[src/rtl/sfwp_consts.svh]
// Constants of the serial flash write-protection block
`ifndef SFWP_CONSTS_SVH
`define SFWP_CONSTS_SVH
`define SFWP_CMD_SET_WRITE_ENABLE_CMD 8'h06
`define SFWP_CMD_WRDI 8'h04
`define SFWP_CMD_SE 8'h20
`define SFWP_CMD_BE 8'hD8
`define SFWP_CMD_BE32 8'h52
`define SFWP_CMD_CE1 8'h60
`define SFWP_CMD_CE2 8'hC7
`define SFWP_CMD_PP 8'h02
`define SFWP_CMD_PP4 8'h38
`define SFWP_CMD_WRSR 8'h01
`define SFWP_CMD_DP 8'hB9
`define SFWP_CMD_WAKE 8'hAB
`define SFWP_CMD_RSIG 8'hAB
`define SFWP_CMD_ENTER_OTP_CMD 8'hB1
`define SFWP_CMD_EXIT_OTP_CMD 8'hC1
`define SFWP_CMD_WRITE_SECURITY_CMD 8'h2F
`define SFWP_OTP_LAST 12'h1FF
`define SFWP_BLK_HI 21
`define SFWP_BLK_LO 16
`define SFWP_SR_BP_LO 2
`define SFWP_SR_TB 6
`define SFWP_SR_STATUS_WRITE_GUARD 7
`endif

[src/rtl/sfwp_pkg.sv]
// Types of the serial flash write-protection block
`default_nettype none
package sfwp_pkg;
  typedef enum logic [1:0] {ST_STANDBY, ST_CMD, ST_ADDR, ST_DATA} sfwp_state_type;
  typedef struct packed {
    logic prog;
    logic erase;
    logic chip;
    logic otp;
    logic [23:0] addr;
  } sfwp_op_type;
endpackage
`default_nettype wire

[src/rtl/sfwp_protect.sv]
// Write-protection and secured OTP gate of a serial flash
`include "sfwp_consts.svh"
`default_nettype none
// How it works
// - Power-up reset puts the command machine in standby first.
// - Array or protection changes only after a complete command sequence.
// - Commands must end on a byte boundary or are dropped.
// - Data-changing commands need the write enable latch set.
// - Deep power-down ignores all but wake and signature commands.
// - Soft protect mode blocks program and erase in the protected region.
// - Low write-guard pin locks level, bottom and guard bits when guarded.
// - Bottom bit clear: levels 1 to 6 protect top 1 to 32 blocks.
// - Bottom bit set: levels 1 to 6 protect blocks upward from zero.
// - Levels 7 to 15 protect all 64 blocks.
// - Chip erase only when all level bits are zero.
// - A separate 4K-bit one-time area holds a serial number.
// - Security bit 0 shows the factory lock.
// - Between enter and exit OTP commands programming goes to OTP.
// - Write-security command sets customer lock bit 1.
// - Both locks are permanent once set.
// - Array access is denied while OTP mode is active.
// - OTP spans offsets 000 to 1FF, 4096 bits.
// - Single mode: line 0 in, line 1 out; dual and quad bidirectional; this block holds every output enable low, reads being outside it.
// - Write-guard pin is data line 2 in quad mode.
// - Pause pin suspends transfers, but is data line 3 in quad mode.
// - Pause is disabled in quad mode.
module sfwp_protect
  import sfwp_pkg::*;
#(
  parameter logic FACTORY_LOCKED = 1'b0
)(
  input wire logic clk,
  input wire logic sys_rst,
  input wire logic clk_en,
  input wire logic chip_select_n,
  input wire logic serial_clk,
  input wire logic data_line0,
  input wire logic write_guard_or_data2,
  input wire logic pause_or_data3,
  input wire logic quad_mode,
  input wire logic multi_mode,
  output logic data_line0_oe,
  output logic data_line1_oe,
  output logic data2_oe,
  output logic data3_oe,
  output logic write_enable_latch,
  output logic deep_power_down,
  output logic otp_mode,
  output logic [7:0] status_bits,
  output logic [1:0] security_bits,
  output logic op_valid,
  output var sfwp_op_type op_out
);
  // ****************************************
  // Pin synchronisers
  // ****************************************
  // Three stages; a change counts when stages two and three agree
  logic [2:0] cs_s_r, sck_s_r, d0_s_r, wp_s_r, hd_s_r;
  logic cs_q_r, sck_q_r, d0_q_r, wp_q_r, hd_q_r;
  always_ff @(posedge clk)
  begin
    if (sys_rst)
    begin
      cs_s_r <= 3'h7;
      sck_s_r <= 3'h0;
      d0_s_r <= 3'h0;
      wp_s_r <= 3'h7;
      hd_s_r <= 3'h7;
    end
    else if (clk_en)
    begin
      cs_s_r <= {cs_s_r[1:0], chip_select_n};
      sck_s_r <= {sck_s_r[1:0], serial_clk};
      d0_s_r <= {d0_s_r[1:0], data_line0};
      wp_s_r <= {wp_s_r[1:0], write_guard_or_data2};
      hd_s_r <= {hd_s_r[1:0], pause_or_data3};
    end
  end
  always_ff @(posedge clk)
  begin
    if (sys_rst)
    begin
      cs_q_r <= 1'b1;
      sck_q_r <= 1'b0;
      d0_q_r <= 1'b0;
      wp_q_r <= 1'b1;
      hd_q_r <= 1'b1;
    end
    else if (clk_en)
    begin
      if (cs_s_r[2] == cs_s_r[1]) cs_q_r <= cs_s_r[2];
      if (sck_s_r[2] == sck_s_r[1]) sck_q_r <= sck_s_r[2];
      if (d0_s_r[2] == d0_s_r[1]) d0_q_r <= d0_s_r[2];
      if (wp_s_r[2] == wp_s_r[1]) wp_q_r <= wp_s_r[2];
      if (hd_s_r[2] == hd_s_r[1]) hd_q_r <= hd_s_r[2];
    end
  end
  logic sck_d_r;
  always_ff @(posedge clk)
  begin
    if (sys_rst) sck_d_r <= 1'b0;
    else if (clk_en) sck_d_r <= sck_q_r;
  end
  // Pause only outside quad mode; data line 3 otherwise
  logic paused;
  assign paused = !quad_mode && !hd_q_r;
  logic sck_rise;
  assign sck_rise = sck_q_r && !sck_d_r && !cs_q_r && !paused;
  logic cs_rise;
  logic cs_d_r;
  always_ff @(posedge clk)
  begin
    if (sys_rst) cs_d_r <= 1'b1;
    else if (clk_en) cs_d_r <= cs_q_r;
  end
  assign cs_rise = cs_q_r && !cs_d_r;

  // ****************************************
  // Shifter and command capture
  // ****************************************
  sfwp_state_type state_r;
  logic [2:0] bit_cnt_r;
  logic [7:0] shift_r;
  logic [7:0] cmd_r;
  logic [1:0] addr_cnt_r;
  logic [23:0] addr_r;
  logic [7:0] data_byte_r;
  logic got_data_r;
  logic [7:0] shift_nxt;
  assign shift_nxt = {shift_r[6:0], d0_q_r};
  always_ff @(posedge clk)
  begin
    if (sys_rst)
    begin
      state_r <= ST_STANDBY;
      bit_cnt_r <= 3'h0;
      shift_r <= 8'h00;
      cmd_r <= 8'h00;
      addr_cnt_r <= 2'h0;
      addr_r <= 24'h000000;
      data_byte_r <= 8'h00;
      got_data_r <= 1'b0;
    end
    else if (clk_en)
    begin
      if (cs_q_r)
      begin
        state_r <= ST_STANDBY;
        bit_cnt_r <= 3'h0;
        addr_cnt_r <= 2'h0;
        got_data_r <= 1'b0;
      end
      else if (sck_rise)
      begin
        shift_r <= shift_nxt;
        bit_cnt_r <= bit_cnt_r + 3'h1;
        if (state_r == ST_STANDBY) state_r <= ST_CMD;
        if (bit_cnt_r == 3'h7)
        begin
          case (state_r)
            ST_STANDBY, ST_CMD:
            begin
              cmd_r <= shift_nxt;
              state_r <= ST_ADDR;
            end
            ST_ADDR:
            begin
              addr_r <= {addr_r[15:0], shift_nxt};
              addr_cnt_r <= addr_cnt_r + 2'h1;
              if (addr_cnt_r == 2'h2) state_r <= ST_DATA;
            end
            ST_DATA:
            begin
              data_byte_r <= shift_nxt;
              got_data_r <= 1'b1;
            end
            default: state_r <= ST_STANDBY;
          endcase
        end
      end
    end
  end

  // ****************************************
  // Command decode at deselect
  // ****************************************
  // Complete only when deselect lands on a byte boundary
  logic on_byte;
  logic seen_cmd;
  assign on_byte = (bit_cnt_r == 3'h0);
  assign seen_cmd = (state_r != ST_STANDBY) && (state_r != ST_CMD);
  logic done;
  assign done = cs_rise && on_byte && seen_cmd;
  logic addr_ok, one_byte;
  assign addr_ok = (state_r == ST_DATA) && (addr_cnt_r == 2'h3 || addr_cnt_r == 2'h0);
  assign one_byte = (state_r == ST_ADDR) && (addr_cnt_r == 2'h0);
  logic is_prog, is_erase, is_chip;
  assign is_prog = (cmd_r == `SFWP_CMD_PP || cmd_r == `SFWP_CMD_PP4) && addr_ok && got_data_r;
  assign is_erase = (cmd_r == `SFWP_CMD_SE || cmd_r == `SFWP_CMD_BE
    || cmd_r == `SFWP_CMD_BE32) && addr_ok && !got_data_r;
  assign is_chip = (cmd_r == `SFWP_CMD_CE1 || cmd_r == `SFWP_CMD_CE2) && one_byte;
  // Deep power-down admits only the wake/signature opcode
  logic allowed;
  assign allowed = !deep_power_down || cmd_r == `SFWP_CMD_WAKE
    || cmd_r == `SFWP_CMD_RSIG;
  logic act;
  assign act = done && allowed;

  // ****************************************
  // Protection decode
  // ****************************************
  logic [3:0] level;
  logic bottom;
  assign level = status_bits[`SFWP_SR_BP_LO+3:`SFWP_SR_BP_LO];
  assign bottom = status_bits[`SFWP_SR_TB];
  logic [5:0] blk;
  assign blk = addr_r[`SFWP_BLK_HI:`SFWP_BLK_LO];
  logic [5:0] span_mask;
  logic blk_prot;
  always_comb
  begin
    span_mask = 6'h3F << (level[2:0] - 3'h1);
    if (level == 4'h0) blk_prot = 1'b0;
    else if (level >= 4'h7) blk_prot = 1'b1;
    else if (bottom) blk_prot = (blk & span_mask) == 6'h00;
    else blk_prot = (~blk & span_mask) == 6'h00;
  end
  // Only offsets 000-1FF of the page-aligned window are the OTP area
  logic otp_addr_ok;
  assign otp_addr_ok = addr_r[11:0] <= `SFWP_OTP_LAST;
  logic otp_locked;
  assign otp_locked = security_bits[0] || security_bits[1];

  // ****************************************
  // Latches, status and OTP locks
  // ****************************************
  logic wr_ok;
  assign wr_ok = act && write_enable_latch;
  logic commit_prog, commit_erase, commit_chip;
  assign commit_prog = wr_ok && is_prog && (otp_mode ? (otp_addr_ok && !otp_locked)
    : !blk_prot);
  assign commit_erase = wr_ok && is_erase && !otp_mode && !blk_prot;
  assign commit_chip = wr_ok && is_chip && !otp_mode && level == 4'h0;
  logic wrsr_ok;
  assign wrsr_ok = wr_ok && cmd_r == `SFWP_CMD_WRSR && (state_r == ST_ADDR)
    && addr_cnt_r == 2'h1
    && !(status_bits[`SFWP_SR_STATUS_WRITE_GUARD] && !wp_q_r && !quad_mode);
  always_ff @(posedge clk)
  begin
    if (sys_rst)
    begin
      write_enable_latch <= 1'b0;
      deep_power_down <= 1'b0;
      otp_mode <= 1'b0;
      status_bits <= 8'h00;
      security_bits <= 2'h0;
    end
    else if (clk_en)
    begin
      security_bits[0] <= security_bits[0] | FACTORY_LOCKED;
      if (act && one_byte)
      begin
        if (cmd_r == `SFWP_CMD_SET_WRITE_ENABLE_CMD) write_enable_latch <= 1'b1;
        if (cmd_r == `SFWP_CMD_WRDI) write_enable_latch <= 1'b0;
        if (cmd_r == `SFWP_CMD_DP) deep_power_down <= 1'b1;
        if (cmd_r == `SFWP_CMD_WAKE) deep_power_down <= 1'b0;
        if (cmd_r == `SFWP_CMD_ENTER_OTP_CMD) otp_mode <= 1'b1;
        if (cmd_r == `SFWP_CMD_EXIT_OTP_CMD) otp_mode <= 1'b0;
        if (wr_ok && cmd_r == `SFWP_CMD_WRITE_SECURITY_CMD)
        begin
          security_bits[1] <= 1'b1;
          write_enable_latch <= 1'b0;
        end
      end
      if (wrsr_ok)
      begin
        status_bits <= {addr_r[7:2], 2'h0};
        write_enable_latch <= 1'b0;
      end
      if (commit_prog || commit_erase || commit_chip) write_enable_latch <= 1'b0;
    end
  end

  // ****************************************
  // Operation issue and pin directions
  // ****************************************
  // Reads are outside this block, so data outputs stay released
  always_ff @(posedge clk)
  begin
    if (sys_rst)
    begin
      op_valid <= 1'b0;
      op_out <= '0;
      data_line0_oe <= 1'b0;
      data_line1_oe <= 1'b0;
      data2_oe <= 1'b0;
      data3_oe <= 1'b0;
    end
    else if (clk_en)
    begin
      op_valid <= commit_prog || commit_erase || commit_chip;
      op_out <= '{prog: commit_prog, erase: commit_erase, chip: commit_chip,
        otp: otp_mode, addr: addr_r};
      data_line0_oe <= 1'b0;
      data_line1_oe <= 1'b0;
      data2_oe <= 1'b0;
      data3_oe <= 1'b0;
    end
  end

  // ****************************************
  // Checks
  // ****************************************
  a_wel_gate: assert property (@(posedge clk) disable iff (sys_rst)
    op_valid |-> $past(write_enable_latch)) else $error("Write op without latch");
  a_chip_level: assert property (@(posedge clk) disable iff (sys_rst)
    op_valid && op_out.chip |-> $past(level) == 4'h0) else $error("Chip erase while protected");
  a_dp_ignore: assert property (@(posedge clk) disable iff (sys_rst)
    $past(deep_power_down) && !$past(done && cmd_r == `SFWP_CMD_WAKE) |-> deep_power_down)
    else $error("Power-down left wrongly");
  a_lock_keep: assert property (@(posedge clk) disable iff (sys_rst)
    $past(security_bits[1]) |-> security_bits[1]) else $error("Customer lock cleared");
  a_byte_bound: assert property (@(posedge clk) disable iff (sys_rst)
    cs_rise && !on_byte |=> !op_valid) else $error("Partial byte executed");
  a_otp_array: assert property (@(posedge clk) disable iff (sys_rst)
    op_valid && op_out.otp |-> op_out.prog) else $error("Array touched in OTP mode");
  a_prot_all: assert property (@(posedge clk) disable iff (sys_rst)
    done && level >= 4'h7 && !otp_mode |=> !op_valid) else $error("Full protect broken");
  a_top_block: assert property (@(posedge clk) disable iff (sys_rst)
    level == 4'h1 && !bottom && blk == 6'h3F |-> blk_prot) else $error("Top block open");
  a_bot_block: assert property (@(posedge clk) disable iff (sys_rst)
    level == 4'h6 && bottom |-> blk_prot == (blk < 6'h20)) else $error("Bottom span wrong");
  c_prog: cover property (@(posedge clk) op_valid && op_out.prog);
  c_erase: cover property (@(posedge clk) op_valid && op_out.erase);
  c_otp: cover property (@(posedge clk) op_valid && op_out.otp);
  c_lock: cover property (@(posedge clk) security_bits[1]);
endmodule
`default_nettype wire

[config.mk]
export PLATFORM = sky130hd
export DESIGN_NAME = sfwp_protect
export DESIGN_NICKNAME = d
export VERILOG_FILES = /design/src/rtl/sfwp_pkg.sv /design/src/rtl/sfwp_protect.sv
export VERILOG_INCLUDE_DIRS = /design/src /design/src/rtl
export SDC_FILE = /design/constraint.sdc
export NUM_CORES = 1
export LEC_CHECK = 0
export ABC_AREA = 1
export BUFFER_PORTS_ARGS = -buffer_cell sky130_fd_sc_hd__buf_2
export CAP_MARGIN = 20
export CORE_ASPECT_RATIO = 0.5
export CORE_MARGIN = 5
export CORE_UTILIZATION = 40
export CTS_CLUSTER_SIZE = 16
export DETAILED_ROUTE_END_ITERATION = 8
export GPL_TIMING_DRIVEN = 0
export REMOVE_ABC_BUFFERS = 1
export SLEW_MARGIN = 20
export SYNTH_ARGS = -nofsm -noshare
export SYNTH_HDL_FRONTEND = slang
export SYNTH_SLANG_ARGS = --single-unit
export TNS_END_PERCENT = 10
[constraint.sdc]
create_clock -name clk -period 5.4 [get_ports clk]
set_input_delay 1.08 -clock clk [delete_from_list [all_inputs] [get_ports clk]]
set_output_delay 1.08 -clock clk [all_outputs]
set_load 0.05 [all_outputs]
Word level (Yosys, flattened, before mapping)
Index checks and enable logic that the tools add are counted.

Register bits: 108. Latch bits: 0. RAM bits: 0. ROM bits: 0. Input port bits: 10. Output and inout port bits: 46. Word-level logic and storage cells: 186. Memories kept: 0.

Add/subtract/negate cells: 3. $mul: 0. Div/mod/pow operators: 0. Order comparisons: 2. Equality and inequality tests: 28. Shifts and indexed selects: 1. Multiplexer cells: 30. Bitwise operators: 4. Reductions and logical operators: 88.

Operators with widths (number): $eq A8 B8 Y1 const B (6); $logic_and A1 B1 Y1 (34); $eq A8 B6 Y1 const B (3); $mux W1 (18); $mux W2 (9); $eq A8 B3 Y1 const B (2); $eq A8 B7 Y1 const B (2); $reduce_and A3 Y1 (5); $reduce_and A2 Y1 (7); $reduce_bool A2 Y1 (7); $logic_not A1 Y1 (13); $and A6 B6 Y6 (2); $le A12 B9 Y1 const B (1); $logic_not A6 Y1 (2); $reduce_and A5 Y1 (2); $logic_or A1 B1 Y1 (9); $eq A2 B2 Y1 const B (4); $eq A8 B1 Y1 const B (1); $eq A8 B2 Y1 const B (1); $reduce_and A4 Y1 (2); $mux W3 (2); $not A6 Y6 (1); $shl A6 B3 Y6 const A (1); $eq A1 B1 Y1 (5); other kinds (15) (17).

Depth between registers and ports, before layout
Gate-level depths: netlist of run 1.

Word-level depth: 14. Mapped depth: 17.

Worst setup path after synthesis of run 1
OpenSTA, ideal clock, no wires.

Path kind: input to register. From: in clk_en. To: reg addr_r[7]. Library setup time: 0.119 ns. Arrival time: 2.213 ns. Data required time: 5.281 ns. Setup slack: 3.068 ns. Stages: 10. Buffers on the path: 1. Cells stage by stage: inv_2 > nor4_4 > nand2_2 > nor2_2 > inv_2 > nor2_8 > inv_2 > buf_6 > o21ai_1 > a21oi_1.

Longest elaborated chain between the ends: 1.

RTL lines: start: declaration (line sfwp_protect.sv:34) `input wire logic clk_en,`; $reduce_and A5 Y1 (no line); end signal: assignment (line sfwp_protect.sv:168) `addr_r <= {addr_r[15:0], shift_nxt};`; end: declaration (line sfwp_protect.sv:126) `logic [23:0] addr_r;`.

No other way between the ends. A chain may end at the register's enable or synchronous reset.

Worst setup path after layout of run 1
From: in clk_en. To: reg addr_r[4].

The elaborated chain is that of the path after synthesis.

==> flow_summary.json, run 1 <==
{
  "synth_enable_flop_cells": 0,
  "cap_viol_max_count": 0,
  "detailroute.via_count": 3770,
  "number_of_warnings_issued_by_yosys": 0,
  "cpMaxStageDelayCell": "sky130_fd_sc_hd__buf_4",
  "drt_iter0_markers": 240,
  "route.layer.met1.wl_um": 5180,
  "share_comb_of_total_power_pct": 6.9,
  "dp.cells": 747,
  "cts_buffer_depth": 2,
  "ios": 56,
  "drc": 0,
  "grt_max_degree": 78,
  "ys_ff_latch": 108,
  "finalClockSkew_ns": 0.00606,
  "synth-async-reset-ratio_pct": 0,
  "worst_ep_required_time_ns": 5.63,
  "slew_violations": 0,
  "place.detailed.hpwl_um": 6710,
  "fp.dieH_um": 84.7,
  "post_route_cells_drive_above_1_share_pct": 12.0,
  "power.net_switching_uw": 398,
  "route.detailed.vias_per_inst": 4.94,
  "cpMostUsedCell": "sky130_fd_sc_hd__inv_2",
  "initial_utilization_pct": 40.8,
  "stdcell_area_um2": 5060,
  "setup_repair_after_global_routing_missed_its_margin": "false",
  "ant_nets": 0,
  "setup_ws_ns": 1.83,
  "syn-mean-instance-area_um2": 7.64,
  "drt_pre_antenna_iters": 5,
  "hold_path.class": "flip-flop to flip-flop",
  "netlist_top_cells_count": "108 x sky130_fd_sc_hd__dfxtp_1, 84 x sky130_fd_sc_hd__nand2_1, 82 x sky130_fd_sc_hd__o21ai_0",
  "overall_die_area_um2": 13500,
  "tritoncts_clock_tree": "yes",
  "intPower_uw": 1220,
  "critical_path.top_delay_family": "buffers and inverters",
  "detailroute.wirelength.met3_um": 404,
  "fp.coreArea_um2": 10900,
  "yosys.cell_types.count": 33,
  "crit_type": "input port to flip-flop",
  "path_clk_slew_ns": 0.07,
  "power.density_cell_area_nw_per_um2": 319,
  "cp-end-kind": "flip-flop",
  "critical_path_buf_inv_count": 4,
  "track_usage_pct": 14.9,
  "leakage_uw": 0.00214,
  "swShare_pct": 24.6,
  "flow.area_growth_from_synthesis_pct": 13.1,
  "antennaDiodeCount": 0,
  "post_synth_top_area_share_pct": 48.4,
  "synthMostInstantiatedCell": "sky130_fd_sc_hd__dfxtp_1",
  "cts-resized-gates": 0,
  "power.ir.vdd_worst_mv": 0.154,
  "vias_in_the_first_global_route": 3388,
  "clk-insertion-delay-late_ns": 0.35,
  "crit_fanout": 77,
  "report.final.setup_viol": 0,
  "routabilityCongestion": 0.934,
  "outcome": "complete, no violations",
  "finalHoldViolations": 0,
  "syn_inst": 585,
  "die_width_um": 159,
  "seq_power_share_pct": 51.0,
  "critical_path.startpoint_type": "input port",
  "final_min_period_over_clock_period_pct": 66.1,
  "drt_wl_total_um": 9890,
  "ys_seq_area_share_pct": 48.4,
  "ctsHoldBuffers": 0,
  "post-cts-setup-buffers": 0,
  "cts_buffers": 9,
  "detailroute.wirelength.met2_um": 4190,
  "detailed_place.area_um2": 4750,
  "cts_max_level": 3,
  "clock.fmax_mhz": 280,
  "floorplan.rows": 27,
  "relSlewSlack_pct": 44.2,
  "globalRoute.totalOverflow": 0,
  "placement.io_buffers": 47,
  "number_of_nets_in_the_layout": 633,
  "finalPower_uw": 1610,
  "worst_slew_pin_slew_ns": 0.834,
  "period_minus_ws_final_ns": 3.57,
  "detail_route.wl_per_cell_um": 13.0,
  "timing.critical_path.cells": "buf_4, inv_2, nor4_4, nand2_2, nor2_2, inv_2, nor2_8, inv_2, o21ai_0, a21oi_1",
  "critical_path_arrival_ns": 3.80,
  "dpl_ws_ns": 1.48,
  "syn_area_um2": 4470,
  "timing.critical_path.slowest_cell_delay_ns": 0.54,
  "route.top_layer_used": "met4",
  "antenna_found_initial": 0,
  "grt_first_pass_wirelength_um": 16800,
  "layout.cells.non_filler": 763,
  "synth_top_cell_by_area": "sky130_fd_sc_hd__dfxtp_1",
  "fin_setup_tns_ns": 0,
  "synth.area.top_cells": "sky130_fd_sc_hd__dfxtp_1 48%, sky130_fd_sc_hd__o21ai_0 9.2%, sky130_fd_sc_hd__a21oi_1 9.0%, sky130_fd_sc_hd__nand2_1 7.1%, sky130_fd_sc_hd__inv_1 5.5%",
  "clock_sinks": 108,
  "clk_pwr_share_pct": 42.1,
  "most_common_flop_cell_mapped_by_yosys": "sky130_fd_sc_hd__dfxtp_1",
  "clock-root-buffer": "sky130_fd_sc_hd__clkbuf_16"
}
[power by group through the flow]
stage	sequential [uW]	clock [uW]	combinational, uW
after floorplan	875	0	44.2
after global placement	841	0	111
after detailed placement	842	0	112
after CTS	823	702	112
after global routing	825	736	122
final	823	680	111
[final timing paths]
check | from | end | slack, ns | depth (start not counted)
worst max-delay path | clk_en | addr_r[4] | 1.83 | 10
worst min-delay path | addr_r[22] | op_out[22] | 0.45 | 2
worst max register to register | sck_q_r | addr_r[4] | 3.21 | 9
worst min register to register | addr_r[22] | op_out[22] | 0.45 | 2
[sequential cells by signal, indices dropped and copies added (netlist names), 2 cells and up]
signal	cells
d0_s_r	3
cmd_r	8
state_r	2
addr_r	24
status_bits	6
hd_s_r	3
addr_cnt_r	2
bit_cnt_r	3
op_out	28
sck_s_r	3
cs_s_r	3
shift_r	7
wp_s_r	3
[final cells by class]
type,count,area [um2]
Timing Repair Buffer,48,258
Clock buffer,10,239
Clock inverter,6,71.3
Inverter,68,258
Fill cell,1135,5890
Sequential cell,108,2160
Tap cell,145,181
Multi-Input combinational cell,378,1890
[worst register-to-register path: cells and delay by family (launching register included)]
kind / cells / cell delay [ns]
simple gates: 4 / 1.03
buf+inv: 3 / 0.42
flops: 1 / 0.34
compound gates: 2 / 0.29
[routing by layer]
metal,vias to the layer above,GRT usage [%]
li1,1975,-
met1,1717,21.0
met2,68,22.4
met3,10,4.07
met4,0,4.26
met5,-,0
[cell families (layout without fill, tap and decap cells)]
logic type               count (synthesis)  count (layout)  synth area share, %
AO/OA/AOI/OAI                          182             182                 21.6
AND/OR/NAND/NOR                        179             179                 17.2
flip-flops                             108             108                 48.4
buffers and inverters                  105             132                 9.91
adder cells (fa/ha/maj)                 10              10                 2.80
other                                    1               7               0.0839
[per-stage QoR]
| step | utilization [%] | hold WS [ns] |
|---|---|---|
| 6_report | 46.2 | 0.452 |
| 5_1_grt | 46.2 | 0.479 |
| 4_1_cts | 46.2 | 0.450 |
| 3_5_place_dp | 43.4 | 0.438 |
| 3_3_place_gp | 43.1 | 0.435 |
| 2_1_floorplan | - | 0.422 |
[cells in the final DEF, fill, tap and decap left out, types with 2 or more instances in the layout]
master and n:
sky130_fd_sc_hd__o21ai_0 82, sky130_fd_sc_hd__nand4_1 3, sky130_fd_sc_hd__inv_1 64, sky130_fd_sc_hd__conb_1 7, sky130_fd_sc_hd__nor3_1 5, sky130_fd_sc_hd__nand2_1 84, sky130_fd_sc_hd__clkbuf_16 9, sky130_fd_sc_hd__nor2_1 52
sky130_fd_sc_hd__nand3_1 27, sky130_fd_sc_hd__dfxtp_1 108, sky130_fd_sc_hd__a21oi_1 80, sky130_fd_sc_hd__a211oi_1 8, sky130_fd_sc_hd__inv_2 3, sky130_fd_sc_hd__a31oi_1 2, sky130_fd_sc_hd__o211ai_1 5, sky130_fd_sc_hd__buf_2 46
sky130_fd_sc_hd__ha_1 10
Note: power is estimated with default switching activity, not from simulation.
==> inputs of run 2 (changes only) <==
--- a/config.mk
+++ b/config.mk
@@ -6,7 +6,7 @@
 export SDC_FILE = /design/constraint.sdc
 export NUM_CORES = 1
 export LEC_CHECK = 0
-export ABC_AREA = 1
+export ABC_AREA = 0
 export BUFFER_PORTS_ARGS = -buffer_cell sky130_fd_sc_hd__buf_2
 export CAP_MARGIN = 20
 export CORE_ASPECT_RATIO = 0.5
==> constraint.sdc (replaced) <==
create_clock -name clk -period 3.6 [get_ports clk]
set_input_delay 0.72 -clock clk [delete_from_list [all_inputs] [get_ports clk]]
set_output_delay 0.72 -clock clk [all_outputs]
set_load 0.05 [all_outputs]
==> flow_summary.json, run 2 <==
{
  "ff2ff_path_depth": 10,
  "syn-mean-instance-area_um2": 8.99,
  "cap_viol_max_count": 0,
  "overall_die_area_um2": 13900,
  "number_of_instances_on_the_worst_hold_path": 2,
  "whs_endpoint": "addr_r[22]",
  "layout.cells.non_filler": 692,
  "flow.area_growth_from_synthesis_pct": 13.1,
  "tritoncts_clock_tree": "yes",
  "slew_violations": 0,
  "regToRegEndpoint": "op_valid",
  "register_with_the_highest_flop_count": "op_out",
  "cp-end-kind": "flip-flop",
  "drc": 0,
  "seq_power_share_pct": 52.2,
  "share_comb_of_total_power_pct": 3.6,
  "number_of_nets_in_the_layout": 562,
  "fp.coreArea_um2": 11100,
  "setup_repair_after_global_routing_missed_its_margin": "false",
  "detailed_place.area_um2": 4870,
  "netlist_top_cells_count": "108 x sky130_fd_sc_hd__dfxtp_1, 70 x sky130_fd_sc_hd__nand2_1, 70 x sky130_fd_sc_hd__nor2_1",
  "largest_reg_flops": 28,
  "synth_top_cell_by_area": "sky130_fd_sc_hd__dfxtp_1",
  "clk_pwr_share_pct": 44.2,
  "ys_ff_latch": 108,
  "post_synth_top_area_share_pct": 47.0,
  "cts_buffer_depth": 2,
  "groute.layer.met3.usage_pct": 3.79,
  "power.ir.vdd_worst_mv": 0.233,
  "place.detailed.hpwl_um": 6750,
  "dp.cells": 673,
  "area_occupied_by_multi_input_gates_um2": 2210,
  "critical_path.startpoint_type": "input port",
  "grt_max_degree": 61,
  "report.final.setup_viol": 0,
  "track_usage_pct": 14.5,
  "drt_pre_antenna_iters": 4,
  "stdcell_area_um2": 5210,
  "worst_hold_startpoint": "addr_r[22]",
  "slack_of_the_worst_reg_to_reg_path_ns": 1.16,
  "route.detailed.vias_per_inst": 5.14,
  "power.net_switching_uw": 534,
  "crit_type": "input port to flip-flop",
  "finalHoldViolations": 0,
  "synth-async-reset-ratio_pct": 0,
  "clock.fmax_mhz": 369,
  "fp.dieH_um": 85.9,
  "power.density_cell_area_nw_per_um2": 445,
  "syn_inst": 512,
  "most_common_flop_cell_mapped_by_yosys": "sky130_fd_sc_hd__dfxtp_1",
  "regArea_um2": 2160,
  "synth_enable_flop_cells": 0,
  "post_route_cells_drive_above_1_share_pct": 13.9,
  "grt_first_pass_wirelength_um": 16400,
  "synth.area.top_cells": "sky130_fd_sc_hd__dfxtp_1 47%, sky130_fd_sc_hd__mux2i_1 12%, sky130_fd_sc_hd__nand2_1 5.7%, sky130_fd_sc_hd__nor2_1 5.7%, sky130_fd_sc_hd__a21oi_1 4.9%",
  "use_met2_pct": 21.5,
  "syn_area_um2": 4600,
  "detailroute.via_count": 3555,
  "postLayoutCoreUtil_pct": 46.9,
  "detail_route.wl_per_cell_um": 14.5,
  "initial_utilization_pct": 41.4,
  "clk-insertion-delay-late_ns": 0.35,
  "critical_path_arrival_ns": 3.00,
  "regs_by_ff_count": "op_out x28, addr_r x24, cmd_r x8",
  "filler_cell_count": 1082,
  "floorplan.rows": 27,
  "antennaDiodeCount": 0,
  "swShare_pct": 23.0,
  "antenna_found_initial": 0,
  "ios": 56,
  "intPower_uw": 1780,
  "crit_fanout": 60,
  "clock_sinks": 108,
  "period_minus_ws_final_ns": 2.71,
  "vias_in_the_first_global_route": 3215,
  "worst_slew_pin_slew_ns": 0.810,
  "synthMostInstantiatedCell": "sky130_fd_sc_hd__dfxtp_1",
  "ctsHoldBuffers": 0,
  "number_of_warnings_issued_by_yosys": 0,
  "die_width_um": 162,
  "final_min_period_over_clock_period_pct": 75.3,
  "use_met1_pct": 20.8,
  "routabilityCongestion": 0.827,
  "cts_max_level": 3,
  "outcome": "complete, no violations",
  "yosys.cell_types.count": 56,
  "worst_ep_required_time_ns": 3.89,
  "relSlewSlack_pct": 46.0,
  "commonest_cells_after_routing_fill_and_taps_aside": "108 x sky130_fd_sc_hd__dfxtp_1, 70 x sky130_fd_sc_hd__nor2_1, 70 x sky130_fd_sc_hd__nand2_1",
  "path_clk_slew_ns": 0.07,
  "cts_buffers": 9,
  "finalClockSkew_ns": 0.00798,
  "clock-root-buffer": "sky130_fd_sc_hd__clkbuf_16",
  "ant_nets": 0,
  "grt_most_used_layer": "met2",
  "most_common_cell_after_layout_fill_and_taps_aside": "sky130_fd_sc_hd__dfxtp_1",
  "finalPower_uw": 2320,
  "hold_path.class": "flip-flop to flip-flop",
  "leakage_uw": 0.00207,
  "timing.rr.start": "status_bits[3]",
  "globalRoute.totalOverflow": 0,
  "drt_wl_total_um": 10100,
  "placement.io_buffers": 47,
  "ys_seq_area_share_pct": 47.0,
  "drt_iter0_markers": 161
}
-- run 2: cell types whose count changed after synthesis, sizes merged, moves of 12 or more --
cell   before  now
nand3      27    5
o21ai      83    4
inv        68   15
mux2i       0   55
nor2b       0   12
nand2      85   70
nor2       54   72
a21oi      80   45
-- run 2: cell type report --
type	count	area share, %
inverter	17	1.23
clock buffer	10	4.40
multi-input combinational	355	42.4
timing repair buffer	51	5.43
clock inverter	6	1.59
tap	145	3.48
sequential	108	41.5
-- run 2: power by group through the flow --
stage               Clock (uW)  Sequential [uW]  Combinational [uW]
floorplan                    0             1240                41.9
global placement             0             1240                83.5
detailed placement           0             1240                85.2
CTS                       1040             1210                85.5
global route              1100             1210                91.9
finish                    1020             1210                84.5
-- run 2: metrics by stage --
step | hold WS [ns] | TNS (ns) | setup WS [ns]
detailed placement | 0.451 | -11.37 | -0.468
floorplan | 0.427 | 0 | 1.15
global placement | 0.446 | -29.65 | -1.02
finish | 0.461 | 0 | 0.888
global route | 0.488 | 0 | 0.679
CTS | 0.461 | 0 | 0.0976
-- run 2: how the worst max path moves through the flow --
stage / startpoint / to / slack, ns / cells after the start
floorplan: quad_mode / addr_cnt_r[0] / 1.15 / 6
global placement: clk_en / addr_r[16] / -1.02 / 6
detailed placement: clk_en / addr_r[0] / -0.47 / 6
CTS: clk_en / addr_cnt_r[1] / 0.1 / 6
global route: clk_en / write_enable_latch / 0.68 / 7
finish: clk_en / write_enable_latch / 0.89 / 7
-- run 2: kinds of logic (layout without fill, tap and decap cells) --
| family | Yosys count | in the layout | synth area share, % |
|---|---|---|---|
| muxes | 55 | 55 | 12.0 |
| AOI/OAI and AO/OA | 88 | 88 | 12.3 |
| buffers and inverters | 55 | 84 | 5.76 |
| adders and majority gates | 10 | 10 | 2.72 |
| DFF | 108 | 108 | 47.0 |
| and+or+nand+nor | 195 | 195 | 20.3 |
| other | 1 | 7 | 0.0814 |
-- run 2: what timing repair did --
item	in CTS	in global routing
setup endpoints to repair	25	26
resized for setup	1	1
pin swaps	0	1
buffers inserted	0	3
gates cloned	0	0
-- run 2: per-layer routing --
layer	routed length, um	up-vias	part of all wire (%)
met5	0	-	0
met4	88	0	0.88
met3	356	9	3.5
met2	4290	56	43
met1	5320	1682	53
li1	-	1808	-
-- run 2: worst max-delay path: stages --
cell and delay (ns):
sky130_fd_sc_hd__buf_4 0.59, sky130_fd_sc_hd__nand2_1 0.26, sky130_fd_sc_hd__nand4bb_1 0.33, sky130_fd_sc_hd__nor3_2 0.17, sky130_fd_sc_hd__mux2i_1 0.09, sky130_fd_sc_hd__a2111oi_0 0.53
sky130_fd_sc_hd__and3_1 0.24
